==> config.mk <==
export PLATFORM = sky130hd
export DESIGN_NAME = flash_status_register_bank
export DESIGN_NICKNAME = d
export VERILOG_FILES = /design/src/flash_status_pkg.sv /design/src/flash_status_register_bank.sv /design/src/pin_sync.sv
export VERILOG_INCLUDE_DIRS = /design/src /design/src/src
export SDC_FILE = /design/constraint.sdc
export NUM_CORES = 1
export LEC_CHECK = 0
export ABC_CLOCK_PERIOD_IN_PS = 7500
export BUFFER_PORTS_ARGS = -buffer_cell sky130_fd_sc_hd__buf_2
export CAP_MARGIN = 40
export CORE_AREA = 3 3 116 118
export CTS_BUF_LIST = sky130_fd_sc_hd__clkbuf_2 sky130_fd_sc_hd__clkbuf_4 sky130_fd_sc_hd__clkbuf_8
export CTS_CLUSTER_DIAMETER = 40
export DETAILED_ROUTE_END_ITERATION = 10
export DIE_AREA = 0 0 119 121
export GPL_TIMING_DRIVEN = 0
export SLEW_MARGIN = 0
export SYNTH_ARGS = -nofsm -noshare
export SYNTH_HDL_FRONTEND = slang
export SYNTH_SLANG_ARGS = --single-unit
==> constraint.sdc <==
create_clock -name core_clk -period 7.5 [get_ports core_clk]
set_input_delay 0.375 -clock core_clk [delete_from_list [all_inputs] [get_ports core_clk]]
set_output_delay 0.375 -clock core_clk [all_outputs]
set_load 0.02 [all_outputs]
==> src/flash_status_consts.svh <==
// Purpose: constants of the flash status register bank
// Assumes: core clock figure in MHz, times in ns
// Notes:   definitions only
`ifndef FLASH_STATUS_CONSTS_SVH
`define FLASH_STATUS_CONSTS_SVH

// ****************************************
// Clock and timing
// ****************************************
`define CORE_CLK_MHZ          100
`define T_WRITE_STATUS_NS     2000
`define T_PROGRAM_NS          3000
`define T_ERASE_NS            40000
// Least times, rounded up to whole cycles
`define CYC_WRITE_STATUS      ((`T_WRITE_STATUS_NS * `CORE_CLK_MHZ + 999) / 1000)
`define CYC_PROGRAM           ((`T_PROGRAM_NS * `CORE_CLK_MHZ + 999) / 1000)
`define CYC_ERASE             ((`T_ERASE_NS * `CORE_CLK_MHZ + 999) / 1000)

// ****************************************
// Instruction codes
// ****************************************
`define OPC_WRITE_ENABLE      8'h06
`define OPC_WRITE_DISABLE     8'h04
`define OPC_READ_SR1          8'h05
`define OPC_READ_SR2          8'h35
`define OPC_READ_SR3          8'h15
`define OPC_WRITE_SR1         8'h01
`define OPC_WRITE_SR2         8'h31
`define OPC_WRITE_SR3         8'h11
`define OPC_PAGE_PROGRAM      8'h02
`define OPC_SECTOR_ERASE      8'h20
`define OPC_BLOCK_ERASE       8'hD8
`define OPC_CHIP_ERASE        8'hC7
`define OPC_SUSPEND           8'h75
`define OPC_RESUME            8'h7A
`define OPC_RESET_ENABLE      8'h66
`define OPC_RESET             8'h99
`define OPC_ENTER_4BYTE       8'hB7
`define OPC_EXIT_4BYTE        8'hE9

// ****************************************
// Frame and address field lengths in serial clocks
// ****************************************
`define BITS_OPCODE           6'd8
`define BITS_STATUS_WRITE     6'd16
`define BITS_ADDR3            6'd24
`define BITS_ADDR4            6'd32

// ****************************************
// Field positions
// ****************************************
`define SR1_LOCK_LO           7
`define SR1_FROM_BOTTOM       6
`define SR1_RANGE_HI          5
`define SR1_RANGE_LO          2
`define SR2_INVERT_MAP        6
`define SR2_OTP_HI            5
`define SR2_OTP_LO            3
`define SR2_QUAD              1
`define SR2_LOCK_HI           0
`define SR3_SHARED_PIN        7
`define SR3_DRIVE_HI          6
`define SR3_DRIVE_LO          5
`define SR3_SCHEME            2
`define SR3_POWERUP_ADDR      1

// ****************************************
// Reset values
// ****************************************
`define SR1_RESET             8'h00
`define SR2_RESET             8'h00
`define SR3_RESET             8'h00

`endif

==> src/flash_status_pkg.sv <==
// Purpose: types of the flash status register bank
// Assumes: nothing
// Notes:   constants live in the header
package flash_status_pkg;

	// Embedded operation in progress or suspended
	typedef enum logic [1:0] {
		OP_IDLE,
		OP_PROGRAM,
		OP_ERASE,
		OP_STATUS
	} op_t;

	// Protection method from the two lock mode bits
	typedef enum logic [1:0] {
		LOCK_SOFTWARE,
		LOCK_HARDWARE,
		LOCK_POWER_DOWN,
		LOCK_ONE_TIME
	} lock_mode_t;

endpackage

==> src/flash_status_register_bank.sv <==
// Purpose: status registers of a serial flash behind its serial pins
// Assumes: serial mode 0, link pins sampled by core_clk
// Notes:   array engine is outside; its error events come in on core_clk
//
// How it works
// RULE1 - Register one bit 7 and register two bit 0 pick status write protection.
// RULE2 - Register one bit 6 anchors protection at top (0) or bottom (1).
// RULE3 - Register one bits 5..2 hold the range; zero protects nothing.
// RULE4 - Write latch flag, read only; without it no program, erase, status write.
// RULE5 - Busy flag, read only; one while an embedded operation runs.
// RULE6 - Register two bit 7 reads one while an erase is suspended.
// RULE7 - Register two bit 6 picks normal or inverted protection map.
// RULE8 - Register two bits 5..3 are set-only locks for security registers 3..1.
// RULE9 - Register two bit 2 reads one while a program is suspended.
// RULE10 - Quad enable turns write protect and shared pins into data lines.
// RULE11 - Register three bit 7 picks hold or reset, only without quad.
// RULE12 - Register three bits 6..5 pick read output drive strength.
// RULE13 - Erase fail flag set on erase failure or protected erase attempt.
// RULE14 - Program fail flag set on program failure or protected program attempt.
// RULE15 - Register three bit 2 picks range protection or individual locks.
// RULE16 - Register three bit 1 gives address width taken at power up.
// RULE17 - Register three bit 0 shows current address width, read only.
// RULE18 - While busy, only status reads are obeyed; the code also obeys suspend while a program or erase runs.
// RULE19 - Busy clears when the operation completes.
// RULE20 - Write enable sets the latch; disable, program, erase, status write clear it.
// RULE21 - Resume, software reset and power cycle clear both suspend flags.
// RULE22 - Hardware protection with write protect pin low refuses status writes.
// RULE23 - Host polls busy until zero before other instructions.
`timescale 1ns/100ps
`include "flash_status_consts.svh"
module flash_status_register_bank import flash_status_pkg::*; (
	// Clock and reset
	input  wire logic       core_clk,
	input  wire logic       nrst,
	// Serial pins
	input  wire logic       sclk,
	input  wire logic       cs_n,
	input  wire logic       di,
	input  wire logic       wp_n,
	input  wire logic       hold_reset_n,
	output      logic       so_data,
	output      logic       so_oe_n,
	// Array engine events
	input  wire logic       erase_error_event,
	input  wire logic       program_error_event,
	// Configuration out
	output      logic       busy,
	output      logic       write_latch_flag,
	output      logic       protect_from_bottom,
	output      logic [3:0] protect_range,
	output      logic       invert_protect_map,
	output      logic [3:1] otp_lock,
	output      logic       quad_io_enable,
	output      logic       hold_fn_en,
	output      logic       reset_fn_en,
	output      logic [1:0] drive_strength,
	output      logic       protect_scheme_select,
	output      logic       current_addr_width
);

	// ****************************************
	// Pin sampling
	// ****************************************
	logic [4:0] pins_s;
	logic       sclk_s;
	logic       cs_n_s;
	logic       di_s;
	logic       wp_n_s;
	logic       hold_s;
	logic       sclk_d;
	logic       cs_n_d;
	logic       cs_on_s;
	logic       wp_on_s;
	logic       hold_on_s;

	// Low pins go in inverted, so the zero reset of the flops reads as idle
	pin_sync #(.WIDTH(5)) u_sync (
		.core_clk     (core_clk),
		.nrst         (nrst),
		.pin_in       ({sclk, ~cs_n, di, ~wp_n, ~hold_reset_n}),
		.pin_sync_out (pins_s)
	);

	assign {sclk_s, cs_on_s, di_s, wp_on_s, hold_on_s} = pins_s;
	assign cs_n_s = ~cs_on_s;
	assign wp_n_s = ~wp_on_s;
	assign hold_s = ~hold_on_s;

	always_ff @(posedge core_clk or negedge nrst) begin
		if (!nrst) begin
			sclk_d <= 1'b0;
			cs_n_d <= 1'b1;
		end else begin
			sclk_d <= sclk_s;
			cs_n_d <= cs_n_s;
		end
	end

	logic sclk_rise;
	logic sclk_fall;
	logic frame_end;
	assign sclk_rise = sclk_s & ~sclk_d & ~cs_n_s;
	assign sclk_fall = ~sclk_s & sclk_d & ~cs_n_s;
	assign frame_end = cs_n_s & ~cs_n_d;

	// ****************************************
	// Frame shifter
	// ****************************************
	logic [5:0] bit_count;
	logic [7:0] shift_in;
	logic [7:0] cmd;
	logic [7:0] wr_data;

	always_ff @(posedge core_clk or negedge nrst) begin
		if (!nrst) begin
			bit_count <= 6'h00;
			shift_in  <= 8'h00;
			cmd       <= 8'h00;
			wr_data   <= 8'h00;
		end else if (cs_n_s) begin
			bit_count <= 6'h00;
		end else if (sclk_rise) begin
			shift_in <= {shift_in[6:0], di_s};
			if (bit_count != 6'h3F)
				bit_count <= bit_count + 6'h01;
			if (bit_count == 6'h07)
				cmd <= {shift_in[6:0], di_s};
			if (bit_count == 6'h0F)
				wr_data <= {shift_in[6:0], di_s};
		end
	end

	// ****************************************
	// Stored fields
	// ****************************************
	logic       status_lock_mode_lo;
	logic       status_lock_mode_hi;
	logic       shared_pin_select;
	logic       powerup_addr_width;
	logic       erase_paused;
	logic       program_paused;
	logic       erase_fail_flag;
	logic       program_fail_flag;
	logic       reset_armed;
	op_t        op_state;
	logic [11:0] op_count;

	// Status byte assembly, used by reads and by checks
	function automatic logic [7:0] status_byte(input logic [1:0] sel);
		case (sel)
			2'd0: status_byte = {status_lock_mode_lo, protect_from_bottom, protect_range,
				write_latch_flag, busy};
			2'd1: status_byte = {erase_paused, invert_protect_map, otp_lock,
				program_paused, quad_io_enable, status_lock_mode_hi};
			default: status_byte = {shared_pin_select, drive_strength, erase_fail_flag,
				program_fail_flag, protect_scheme_select, powerup_addr_width,
				current_addr_width};
		endcase
	endfunction

	// ****************************************
	// Command decode at frame end
	// ****************************************
	lock_mode_t lock_mode;
	logic       status_locked;
	logic [5:0] addr_bits;
	logic       opc_frame;
	logic       do_wren;
	logic       do_wrdi;
	logic       do_wsr;
	logic [1:0] wsr_sel;
	logic       do_prog;
	logic       do_erase;
	logic       do_suspend;
	logic       do_resume;
	logic       do_reset;
	logic       do_enter4;
	logic       do_exit4;
	logic       pin_reset;
	logic       soft_reset;

	assign lock_mode = lock_mode_t'({status_lock_mode_hi, status_lock_mode_lo}); // [RULE1]
	// Write protect pin only counts while it is not a data line
	assign status_locked = (lock_mode == LOCK_HARDWARE && !wp_n_s && !quad_io_enable)
		|| lock_mode == LOCK_POWER_DOWN || lock_mode == LOCK_ONE_TIME; // [RULE22]
	assign addr_bits = current_addr_width ? `BITS_ADDR4 : `BITS_ADDR3;
	assign opc_frame = frame_end && bit_count == `BITS_OPCODE;

	// While busy only reads and suspend act; reads need no frame end [RULE18]
	assign do_wren  = opc_frame && !busy && cmd == `OPC_WRITE_ENABLE;
	assign do_wrdi  = opc_frame && !busy && cmd == `OPC_WRITE_DISABLE;
	assign do_wsr   = frame_end && bit_count == `BITS_STATUS_WRITE && !busy
		&& write_latch_flag && !status_locked
		&& (cmd == `OPC_WRITE_SR1 || cmd == `OPC_WRITE_SR2 || cmd == `OPC_WRITE_SR3); // [RULE4]
	assign wsr_sel  = (cmd == `OPC_WRITE_SR1) ? 2'd0 : (cmd == `OPC_WRITE_SR2) ? 2'd1 : 2'd2;
	assign do_prog  = frame_end && !busy && write_latch_flag && cmd == `OPC_PAGE_PROGRAM
		&& bit_count >= `BITS_OPCODE + addr_bits + `BITS_OPCODE; // [RULE4]
	assign do_erase = frame_end && !busy && write_latch_flag
		&& (((cmd == `OPC_SECTOR_ERASE || cmd == `OPC_BLOCK_ERASE)
		&& bit_count == `BITS_OPCODE + addr_bits) || (opc_frame && cmd == `OPC_CHIP_ERASE));
	// Suspend is the one instruction that must reach a running program or erase
	assign do_suspend = opc_frame && cmd == `OPC_SUSPEND
		&& (op_state == OP_PROGRAM || op_state == OP_ERASE) && busy;
	assign do_resume  = opc_frame && !busy && cmd == `OPC_RESUME
		&& (erase_paused || program_paused);
	assign do_reset   = opc_frame && !busy && cmd == `OPC_RESET && reset_armed;
	assign do_enter4  = opc_frame && !busy && cmd == `OPC_ENTER_4BYTE;
	assign do_exit4   = opc_frame && !busy && cmd == `OPC_EXIT_4BYTE;
	assign pin_reset  = reset_fn_en && !hold_s;
	assign soft_reset = do_reset || pin_reset;

	always_ff @(posedge core_clk or negedge nrst) begin
		if (!nrst)
			reset_armed <= 1'b0;
		else if (opc_frame && !busy)
			reset_armed <= cmd == `OPC_RESET_ENABLE;
		else if (frame_end)
			reset_armed <= 1'b0;
	end

	// ****************************************
	// Configuration fields
	// ****************************************
	always_ff @(posedge core_clk or negedge nrst) begin
		if (!nrst) begin
			{status_lock_mode_lo, protect_from_bottom, protect_range} <= 6'(`SR1_RESET >> 2);
			{invert_protect_map, otp_lock, quad_io_enable, status_lock_mode_hi} <= 6'h00;
			{shared_pin_select, drive_strength} <= 3'h0;
			{protect_scheme_select, powerup_addr_width} <= 2'h0;
		end else if (soft_reset) begin
			// Power supply lock down is lifted by a reset
			if (lock_mode == LOCK_POWER_DOWN) begin
				status_lock_mode_lo <= 1'b0;
				status_lock_mode_hi <= 1'b0;
			end
		end else if (do_wsr) begin
			case (wsr_sel)
				2'd0: begin
					status_lock_mode_lo <= wr_data[`SR1_LOCK_LO]; // [RULE1]
					protect_from_bottom <= wr_data[`SR1_FROM_BOTTOM]; // [RULE2]
					protect_range <= wr_data[`SR1_RANGE_HI:`SR1_RANGE_LO]; // [RULE3]
				end
				2'd1: begin
					invert_protect_map  <= wr_data[`SR2_INVERT_MAP]; // [RULE7]
					// Locks can only be set, never cleared
					otp_lock <= otp_lock | wr_data[`SR2_OTP_HI:`SR2_OTP_LO]; // [RULE8]
					quad_io_enable      <= wr_data[`SR2_QUAD]; // [RULE10]
					status_lock_mode_hi <= wr_data[`SR2_LOCK_HI]; // [RULE1]
				end
				default: begin
					shared_pin_select <= wr_data[`SR3_SHARED_PIN]; // [RULE11]
					drive_strength <= wr_data[`SR3_DRIVE_HI:`SR3_DRIVE_LO]; // [RULE12]
					protect_scheme_select <= wr_data[`SR3_SCHEME]; // [RULE15]
					powerup_addr_width <= wr_data[`SR3_POWERUP_ADDR]; // [RULE16]
				end
			endcase
		end
	end

	// Pin roles, registered so ports come from flops
	always_ff @(posedge core_clk or negedge nrst) begin
		if (!nrst) begin
			hold_fn_en  <= 1'b0;
			reset_fn_en <= 1'b0;
		end else begin
			hold_fn_en  <= !quad_io_enable && !shared_pin_select; // [RULE10] [RULE11]
			reset_fn_en <= !quad_io_enable && shared_pin_select; // [RULE10] [RULE11]
		end
	end

	// ****************************************
	// Write latch
	// ****************************************
	always_ff @(posedge core_clk or negedge nrst) begin
		if (!nrst)
			write_latch_flag <= 1'b0;
		else if (soft_reset || do_wrdi || do_prog || do_erase || do_wsr)
			write_latch_flag <= 1'b0; // [RULE20]
		else if (do_wren)
			write_latch_flag <= 1'b1; // [RULE20]
	end

	// ****************************************
	// Embedded operation timer
	// ****************************************
	always_ff @(posedge core_clk or negedge nrst) begin
		if (!nrst) begin
			op_state       <= OP_IDLE;
			op_count       <= 12'h000;
			busy           <= 1'b0;
			erase_paused   <= 1'b0;
			program_paused <= 1'b0;
		end else if (soft_reset) begin
			op_state       <= OP_IDLE;
			busy           <= 1'b0;
			erase_paused   <= 1'b0; // [RULE21]
			program_paused <= 1'b0; // [RULE21]
		end else if (do_suspend) begin
			busy           <= 1'b0;
			erase_paused   <= op_state == OP_ERASE; // [RULE6]
			program_paused <= op_state == OP_PROGRAM; // [RULE9]
		end else if (busy) begin
			if (op_count == 12'h001) begin
				busy     <= 1'b0; // [RULE19]
				op_state <= OP_IDLE;
			end
			op_count <= op_count - 12'h001;
		end else if (do_resume) begin
			// Remaining count was held through the pause
			busy           <= 1'b1;
			erase_paused   <= 1'b0; // [RULE21]
			program_paused <= 1'b0; // [RULE21]
		end else if (do_prog || do_erase || do_wsr) begin
			busy <= 1'b1; // [RULE5]
			case (1'b1)
				do_prog: begin
					op_state <= OP_PROGRAM;
					op_count <= 12'(`CYC_PROGRAM);
				end
				do_erase: begin
					op_state <= OP_ERASE;
					op_count <= 12'(`CYC_ERASE);
				end
				default: begin
					op_state <= OP_STATUS;
					op_count <= 12'(`CYC_WRITE_STATUS);
				end
			endcase
		end
	end

	// ****************************************
	// Error flags and address width
	// ****************************************
	always_ff @(posedge core_clk or negedge nrst) begin
		if (!nrst) begin
			erase_fail_flag   <= 1'b0;
			program_fail_flag <= 1'b0;
		end else begin
			// A new event wins over the clear in the same cycle
			erase_fail_flag <= erase_error_event
				|| (erase_fail_flag && !do_resume && !soft_reset); // [RULE13]
			program_fail_flag <= program_error_event
				|| (program_fail_flag && !do_resume && !soft_reset); // [RULE14]
		end
	end

	always_ff @(posedge core_clk or negedge nrst) begin
		if (!nrst)
			current_addr_width <= 1'b0;
		else if (soft_reset)
			current_addr_width <= powerup_addr_width; // [RULE16] [RULE17]
		else if (do_enter4)
			current_addr_width <= 1'b1; // [RULE17]
		else if (do_exit4)
			current_addr_width <= 1'b0; // [RULE17]
	end

	// ****************************************
	// Status read output
	// ****************************************
	logic       rd_active;
	logic [1:0] rd_sel;
	logic [7:0] rd_now;
	assign rd_active = bit_count >= `BITS_OPCODE
		&& (cmd == `OPC_READ_SR1 || cmd == `OPC_READ_SR2 || cmd == `OPC_READ_SR3);
	assign rd_sel = (cmd == `OPC_READ_SR1) ? 2'd0 : (cmd == `OPC_READ_SR2) ? 2'd1 : 2'd2;

	// Process, not assign: the function reads fields that are not its arguments
	always_comb begin
		rd_now = status_byte(rd_sel);
	end

	// Live value: each new byte shows the latest busy state [RULE18] [RULE23]
	always_ff @(posedge core_clk or negedge nrst) begin
		if (!nrst) begin
			so_data <= 1'b0;
			so_oe_n <= 1'b1;
		end else if (cs_n_s) begin
			so_oe_n <= 1'b1;
		end else if (sclk_fall && rd_active) begin
			so_oe_n <= 1'b0;
			so_data <= rd_now[3'd7 - bit_count[2:0]];
		end
	end

	// ****************************************
	// Checks
	// ****************************************
	logic [7:0] sr1_now;
	logic [7:0] sr2_now;
	logic [7:0] sr3_now;
	always_comb begin
		sr1_now = status_byte(2'd0);
		sr2_now = status_byte(2'd1);
		sr3_now = status_byte(2'd2);
	end
endmodule

==> src/pin_sync.sv <==
// Purpose: two-flop synchroniser for pins
// Assumes: inputs asynchronous to core_clk
// Notes:   first stage feeds only the second
`timescale 1ns/100ps
module pin_sync #(
	parameter int WIDTH = 1
) (
	// Clock and reset
	input  wire logic             core_clk,
	input  wire logic             nrst,
	// Pins in, synchronised out
	input  wire logic [WIDTH-1:0] pin_in,
	output      logic [WIDTH-1:0] pin_sync_out
);

	logic [WIDTH-1:0] stage1;

	always_ff @(posedge core_clk or negedge nrst) begin
		if (!nrst) begin
			stage1       <= '0;
			pin_sync_out <= '0;
		end else begin
			stage1       <= pin_in;
			pin_sync_out <= stage1;
		end
	end

endmodule

# --- Yosys cells after proc, flatten, opt, wreduce, memory -nomap -nowiden ---
# Index checks and enable logic that the tools add are counted.
totals:
  regBits: 84
  input_bits: 9
  out_inout_bits: 20
  word_cells: 236
op_classes:
  addsub: 5
  magnitude_cmp: 3
  eq_ne: 41
  n_mux: 52
  bitwise: 16
  n_reduce_logical: 86
op_table:
  columns: ["cell", "n"]
  rows:
  - ["two-way mux 12 bit", 5]
  - ["== test 8 bit, second input constant", 5]
  - ["logical AND 1 bit", 36]
  - ["two-way mux 1 bit", 30]
  - ["== test 8 x 3 -> 1 bit, second input constant", 3]
  - ["== test 8 x 6 -> 1 bit, second input constant", 3]
  - ["== test 8 x 7 -> 1 bit, second input constant", 3]
  - ["two-way mux 6 bit", 4]
  - ["two-way mux 2 bit", 11]
  - ["AND reduction 3 bit", 7]
  - ["logical OR 1 bit", 19]
  - ["== test 8 x 5 -> 1 bit, second input constant", 2]
  - ["one-hot mux 8 bit (2 select lines)", 1]
  - ["== test 12 x 1 -> 1 bit, second input constant", 1]
  - ["== test 6 x 4 -> 1 bit, second input constant", 2]
  - ["nonzero test 2 bit", 6]
  - ["subtractor 12 x 1 -> 12 bit, second input constant", 1]
  - ["inverter 1 bit", 10]
  - ["nonzero test 3 bit", 3]
  - ["== test 2 x 1 -> 1 bit, second input constant", 4]
  - ["== test 8 x 1 -> 1 bit, second input constant", 1]
  - ["== test 8 x 2 -> 1 bit, second input constant", 1]
  - ["inequality test 2 bit, second input constant", 4]
  - ["AND reduction 2 bit", 4]
  - ["other kinds (22)", 37]

# --- Logic depth before layout (Yosys ltp) ---
depth:
  ltp_word: 14
  ltp_mapped: 11
  mapped_depth_nobuf: 9

# --- Cells and area by module ---
# From an unflattened synthesis, not the netlist that was laid out.
hier_totals:
  hier_cells: 413
  hier_area_um2: 4376.7
modules_own_cells:
  columns: ["module", "n_inst", "cells_each", "area_per_inst_um2", "seq_area_each_um2"]
  rows:
  - ["flash_status_register_bank", 1, 403, 4126.5, 1854.3]
  - ["pin_sync", 1, 10, 250.2, 250.2]

# --- Worst setup path after synthesis ---
# OpenSTA, ideal clock, no wires.
synth_path:
  kind: "reg-to-reg"
  startpoint: "reg busy"
  endpoint: "reg invert_protect_map"
  setup_ps: 125
  t_arrival_ps: 2643
  t_required_ps: 7375
  setup_slack_ps: 4733
  path_stages_with_launch: 9
  path_buffers: 1
  period_less_slack_ps: 2767
  cell_sequence: "dfrtp_1 -> or4b_1 -> or3b_4 -> or3_1 -> o211ai_2 -> or2_2 -> and4_1 -> buf_6 -> mux2_2"
synth_between:
  elab_chain_cells: 7
  elab_cells_between_ends: 11
  classes_between: "1 x bitwise; 10 x reduce/logical"
synth_lines:
  columns: ["item", "line_no", "text"]
  rows:
  - ["start, declared", "flash_status_register_bank.sv:47", "output logic busy,"]
  - ["start signal, assigned", "flash_status_register_bank.sv:290", "busy <= 1'b0;"]
  - ["start signal, assigned", "flash_status_register_bank.sv:295", "busy <= 1'b0;"]
  - ["start signal, assigned", "flash_status_register_bank.sv:299", "busy <= 1'b0;"]
  - ["zero test 1 bit *", "flash_status_register_bank.sv:192, flash_status_register_bank.sv:206", null]
  - ["logical AND 1 bit", "flash_status_register_bank.sv:206", "assign do_reset = opc_frame && !busy && cmd == `OPC_RESET && reset_armed;"]
  - ["logical AND 1 bit (no source line)", null, null]
  - ["logical AND 1 bit", "flash_status_register_bank.sv:206", null]
  - ["logical OR 1 bit", "flash_status_register_bank.sv:210", "assign soft_reset = do_reset || pin_reset;"]
  - ["inverter 1 bit (no source line)", null, null]
  - ["AND reduction 3 bit (no source line) *", null, null]
  - ["end signal, assigned", "flash_status_register_bank.sv:244", "invert_protect_map <= wr_data[`SR2_INVERT_MAP];"]
  - ["end, declared", "flash_status_register_bank.sv:51", "output logic invert_protect_map,"]
# Mark *: on every way between the ends. The rest lies on a longest branch, timed or not.
# A chain may end at the register's enable or synchronous reset.

# --- Worst setup path after layout ---
layout_path:
  startpoint: "reg bit_count[3]"
  endpoint: "reg powerup_addr_width"
layout_between:
  elab_chain_cells: 8
  elab_cells_between_ends: 14
  classes_between: "2 x eq/ne; 1 x bitwise; 11 x reduce/logical"
layout_lines:
  columns: ["item", "line_no", "text"]
  rows:
  - ["start, declared", "flash_status_register_bank.sv:109", "logic [5:0] bit_count;"]
  - ["start signal, assigned", "flash_status_register_bank.sv:125", "bit_count <= bit_count + 6'h01;"]
  - ["== test 6 x 4 -> 1 bit (no source line)", null, null]
  - ["logical AND 1 bit (no source line)", null, null]
  - ["logical AND 1 bit", "flash_status_register_bank.sv:206", null]
  - ["logical AND 1 bit (no source line)", null, null]
  - ["logical AND 1 bit", "flash_status_register_bank.sv:206", null]
  - ["logical OR 1 bit", "flash_status_register_bank.sv:210", null]
  - ["inverter 1 bit (no source line)", null, null]
  - ["AND reduction 3 bit (no source line) *", null, null]
  - ["end signal, assigned", "flash_status_register_bank.sv:254", "powerup_addr_width <= wr_data[`SR3_POWERUP_ADDR];"]
  - ["end, declared", "flash_status_register_bank.sv:139", "logic powerup_addr_width;"]
# Marks and branches as above.

==> impl_metrics.csv <==
group,metric,value,unit
run_status,status,"complete, but fails checks",
run_status,violations,"hold timing",
clocking,ctsResizeCount,0,
timing,skew,0.01105,ns
timing,timing.slew.headroom,43.98,%
logic_synthesis,yosysWarnings,0,
clocking,cts_buffer_depth,2,
setup_path,cpPeakStageDelay,0.43,ns
global_routing,antenna_found_initial,0,
logic_synthesis,synth_edf_count,0,
floorplan,die_h,121,um
timing,slew_violations,0,
setup_path,crit_buf_inv,2,
clocking,cts.sinks,84,
setup_path,r2r-start,"bit_count[3]$_DFFE_PN0P_",
floorplan,die_area,14400,um2
routing,wl,10740,um
routing,dr_wl_met2,5098,um
setup_path,cp-start-kind,"flip-flop",
layout,fillerInstances,1264,
logic_synthesis,synth_nets,432,
place,dp_cells,617,
place,place.detailed.hpwl,7829,um
clocking,cts_made_buffers,9,
power_and_ir_drop,power_leakage,0.002272,uW
global_routing,grt_max_degree,48,
floorplan,rows,41,
routing,drtIter0Drc,250,
clocking,cts_tree,"yes",
power_and_ir_drop,ir_worst_vdd,0.0001515,V
timing,post-route-period-util,43.45,%
timing,fin_crit,3.259,ns
setup_path,slowest_stage,"a311oi_1",
logic_synthesis,synth_ff_type,"dfrtp_1",
floorplan,start_util,34.46,%
power_and_ir_drop,clock_power_share,38.7,%
setup_path,path_cells,"clkbuf_1 > inv_1 > ha_1 > a311oi_1 > nor4b_1 > a21o_1 > nor3_1 > nand3_1 > mux2_2",
logic_synthesis,synthArstFlopShare,100.0,%
power_and_ir_drop,powerDensity,176.7,nW/um2
logic_synthesis,synth_seq_cells,84,
routing,top_layer,"met4",
logic_synthesis,synth.avg_cell_area,10.44,um2
power_and_ir_drop,p_sw_share,25.20,%
setup_path,required,7.76,ns
timing,max_freq,306.8,MHz
layout,num_antenna_cells,0,
setup_path,crit_cells,9,
layout,mostFrequentLayoutCells,"dfrtp_1 (82), nand2_1 (33), buf_2 (30)",
setup_path,crit_path_max_fanout,9,
power_and_ir_drop,power_switching,219.4,uW
layout,seq_area,2105,um2
routing,vias,3402,
clocking,cts-root-buf,"clkbuf_8",
place,place_congestion,0.9184,
global_routing,grt_pass1_vias,3413,
timing,fin_setup_tns,0,ns
logic_synthesis,ys_seq_area_share,48.58,%
routing,wl_met1,4909,um
routing,antenna_left,0,
timing,rsz0062_at_grt,"false",
place,placed_area,4722,um2
layout,drive_above_1_share,21.69,%
floorplan,fp.coreArea,12570,um2
layout,nNetsFinal,473,
setup_path,endpoint_kind,"flip-flop",
logic_synthesis,ys_types,63,
clocking,clock_latency,0.37,ns
timing,setup_viol,0,
place,io_buffers,28,
power_and_ir_drop,power.total,870.6,uW
power_and_ir_drop,seqPwrFrac,56.3,%
global_routing,grtUsageTotal,15.72,%
routing,post-route-drc-count,0,
clocking,post_cts_buffers,0,
layout,multi_input_area,2074,um2
timing,tightest_slew,0.8372,ns
routing,met3WireLength,424,um
setup_path,rrSetupSlack,4.24,ns
setup_path,reg2regPathDepth,9,
floorplan,io_pins,29,
layout,final_common_cell,"dfrtp_1",
logic_synthesis,synth_area,4332,um2
run,cap_viol_max_count,0,
clocking,clk_pin_slew,0.09,ns
power_and_ir_drop,p_int,651.2,uW
clocking,htree_levels,3,
global_routing,grt_overflow,0,
logic_synthesis,synth_top_area_share,47.37,%
global_routing,grt_pass1_wl,18050,um
timing,whs,-0.006818,ns
layout,fin_cells,633,
layout,stdcell_area,4926,um2
power_and_ir_drop,combPwrFrac,4.9,%
logic_synthesis,synthTopCellsByArea,"dfrtp_1 (47%), mux2_2 (7.3%), nand2_1 (2.9%)",
logic_synthesis,synthCells,415,
floorplan,die_w,119,um
routing,dr.pass1.iters,4,
clocking,ctsHoldBuffers,0,
setup_path,cp-startpoint,"bit_count[3]$_DFFE_PN0P_",
layout,areaGrowthSynthToFinish,13.72,%
min_path,hold_path.class,"input pin to asynchronous set/reset pin",
timing,hold_viol,7,
logic_synthesis,synth_area_leader_cell,"dfrtp_1",
setup_path,crit_arrival,3.51,ns
routing,drt-wirelength-per-cell,16.97,um
setup_path,regToRegEndpoint,"powerup_addr_width$_DFFE_PN0P_",
routing,viasPerCell,5.374,
setup_path,crit_type,"flip-flop to flip-flop",
setup_path,cp_top_family,"simple AND/OR/NAND/NOR gates",
==> layout make-up <==
cell class	count	area share, %
Clock inverter	7	1.626
Clock buffer	9	2.515
Sequential cell	84	42.72
Timing Repair Buffer	30	3.556
Buffer	17	1.803
Tap cell	172	4.369
Multi-Input combinational cell	297	42.11
Inverter	17	1.295
==> per-stage QoR <==
step	utilization (%)	worst slack [ns]
finish	39.19	4.241
global route	39.19	3.965
CTS	39.19	4.297
detailed placement	37.57	4.328
global placement	37.29	4.292
floorplan	-	4.733
==> registers in the layout, summed over array words and instances, names as in the netlist, 3 cells and up <==
register / flops
u_sync.stage1: 5
op_count: 12
shift_in: 7
wr_data: 8
u_sync.pin_sync_out: 5
protect_range: 4
bit_count: 6
otp_lock: 3
cmd: 8
==> Yosys cell counts (3+ instances only) <==
cell	count
dfrtp_1	82
nand2_1	33
mux2_2	28
nor2_1	28
o21ai_0	24
inv_1	17
a21oi_1	16
nand3_1	14
nor3_1	14
clkbuf_1	12
nand2b_1	9
nor2b_1	9
a21o_1	8
ha_1	8
or3_1	8
mux2_4	7
nand4_1	7
and3_1	5
or4_1	5
a22o_1	4
mux2i_1	4
a211oi_1	3
a221oi_1	3
a311oi_1	3
and4_1	3
buf_6	3
nor3b_1	3
nor4b_1	3
o31ai_1	3
or3b_2	3
==> worst reg2reg max path, stage by stage (launching register included) <==
cell and delay (ns):
dfrtp_1 0.33, clkbuf_1 0.32, inv_1 0.16, ha_1 0.32
a311oi_1 0.43, nor4b_1 0.15, a21o_1 0.24, nor3_1 0.41
nand3_1 0.41, mux2_2 0.39
==> cell families after synthesis <==
group | count (synthesis) | synth area share, %
simple gates | 158 | 20.28
mux | 39 | 10.63
fa+ha+maj | 8 | 2.311
compound gates | 89 | 14.07
flops | 84 | 48.58
xor+xnor | 3 | 0.6067
buf+inv | 34 | 3.524
==> worst max path at each step <==
stage | end | slack (ns)
2_1_floorplan | invert_protect_map$_DFFE_PN0P_ | 4.73
3_3_place_gp | powerup_addr_width$_DFFE_PN0P_ | 4.29
3_5_place_dp | powerup_addr_width$_DFFE_PN0P_ | 4.33
4_1_cts | powerup_addr_width$_DFFE_PN0P_ | 4.30
5_1_grt | protect_scheme_select$_DFFE_PN0P_ | 3.96
6_report | powerup_addr_width$_DFFE_PN0P_ | 4.24
==> power groups by stage <==
stage          logic [uW]  registers, uW  clock network [uW]
3_5_place_dp         43.7            500                   0
5_1_grt              48.8            495                 370
3_3_place_gp         41.0            500                   0
2_1_floorplan        25.6            491                   0
4_1_cts              44.0            491                 349
6_report             42.9            491                 337
==> layer usage <==
metal,track usage [%],vias up
met2,24.69,87
met3,3.077,23
met5,0,-
li1,-,1605
met4,6.951,0
met1,21.11,1687
Note: power is estimated with default switching activity, not from simulation.
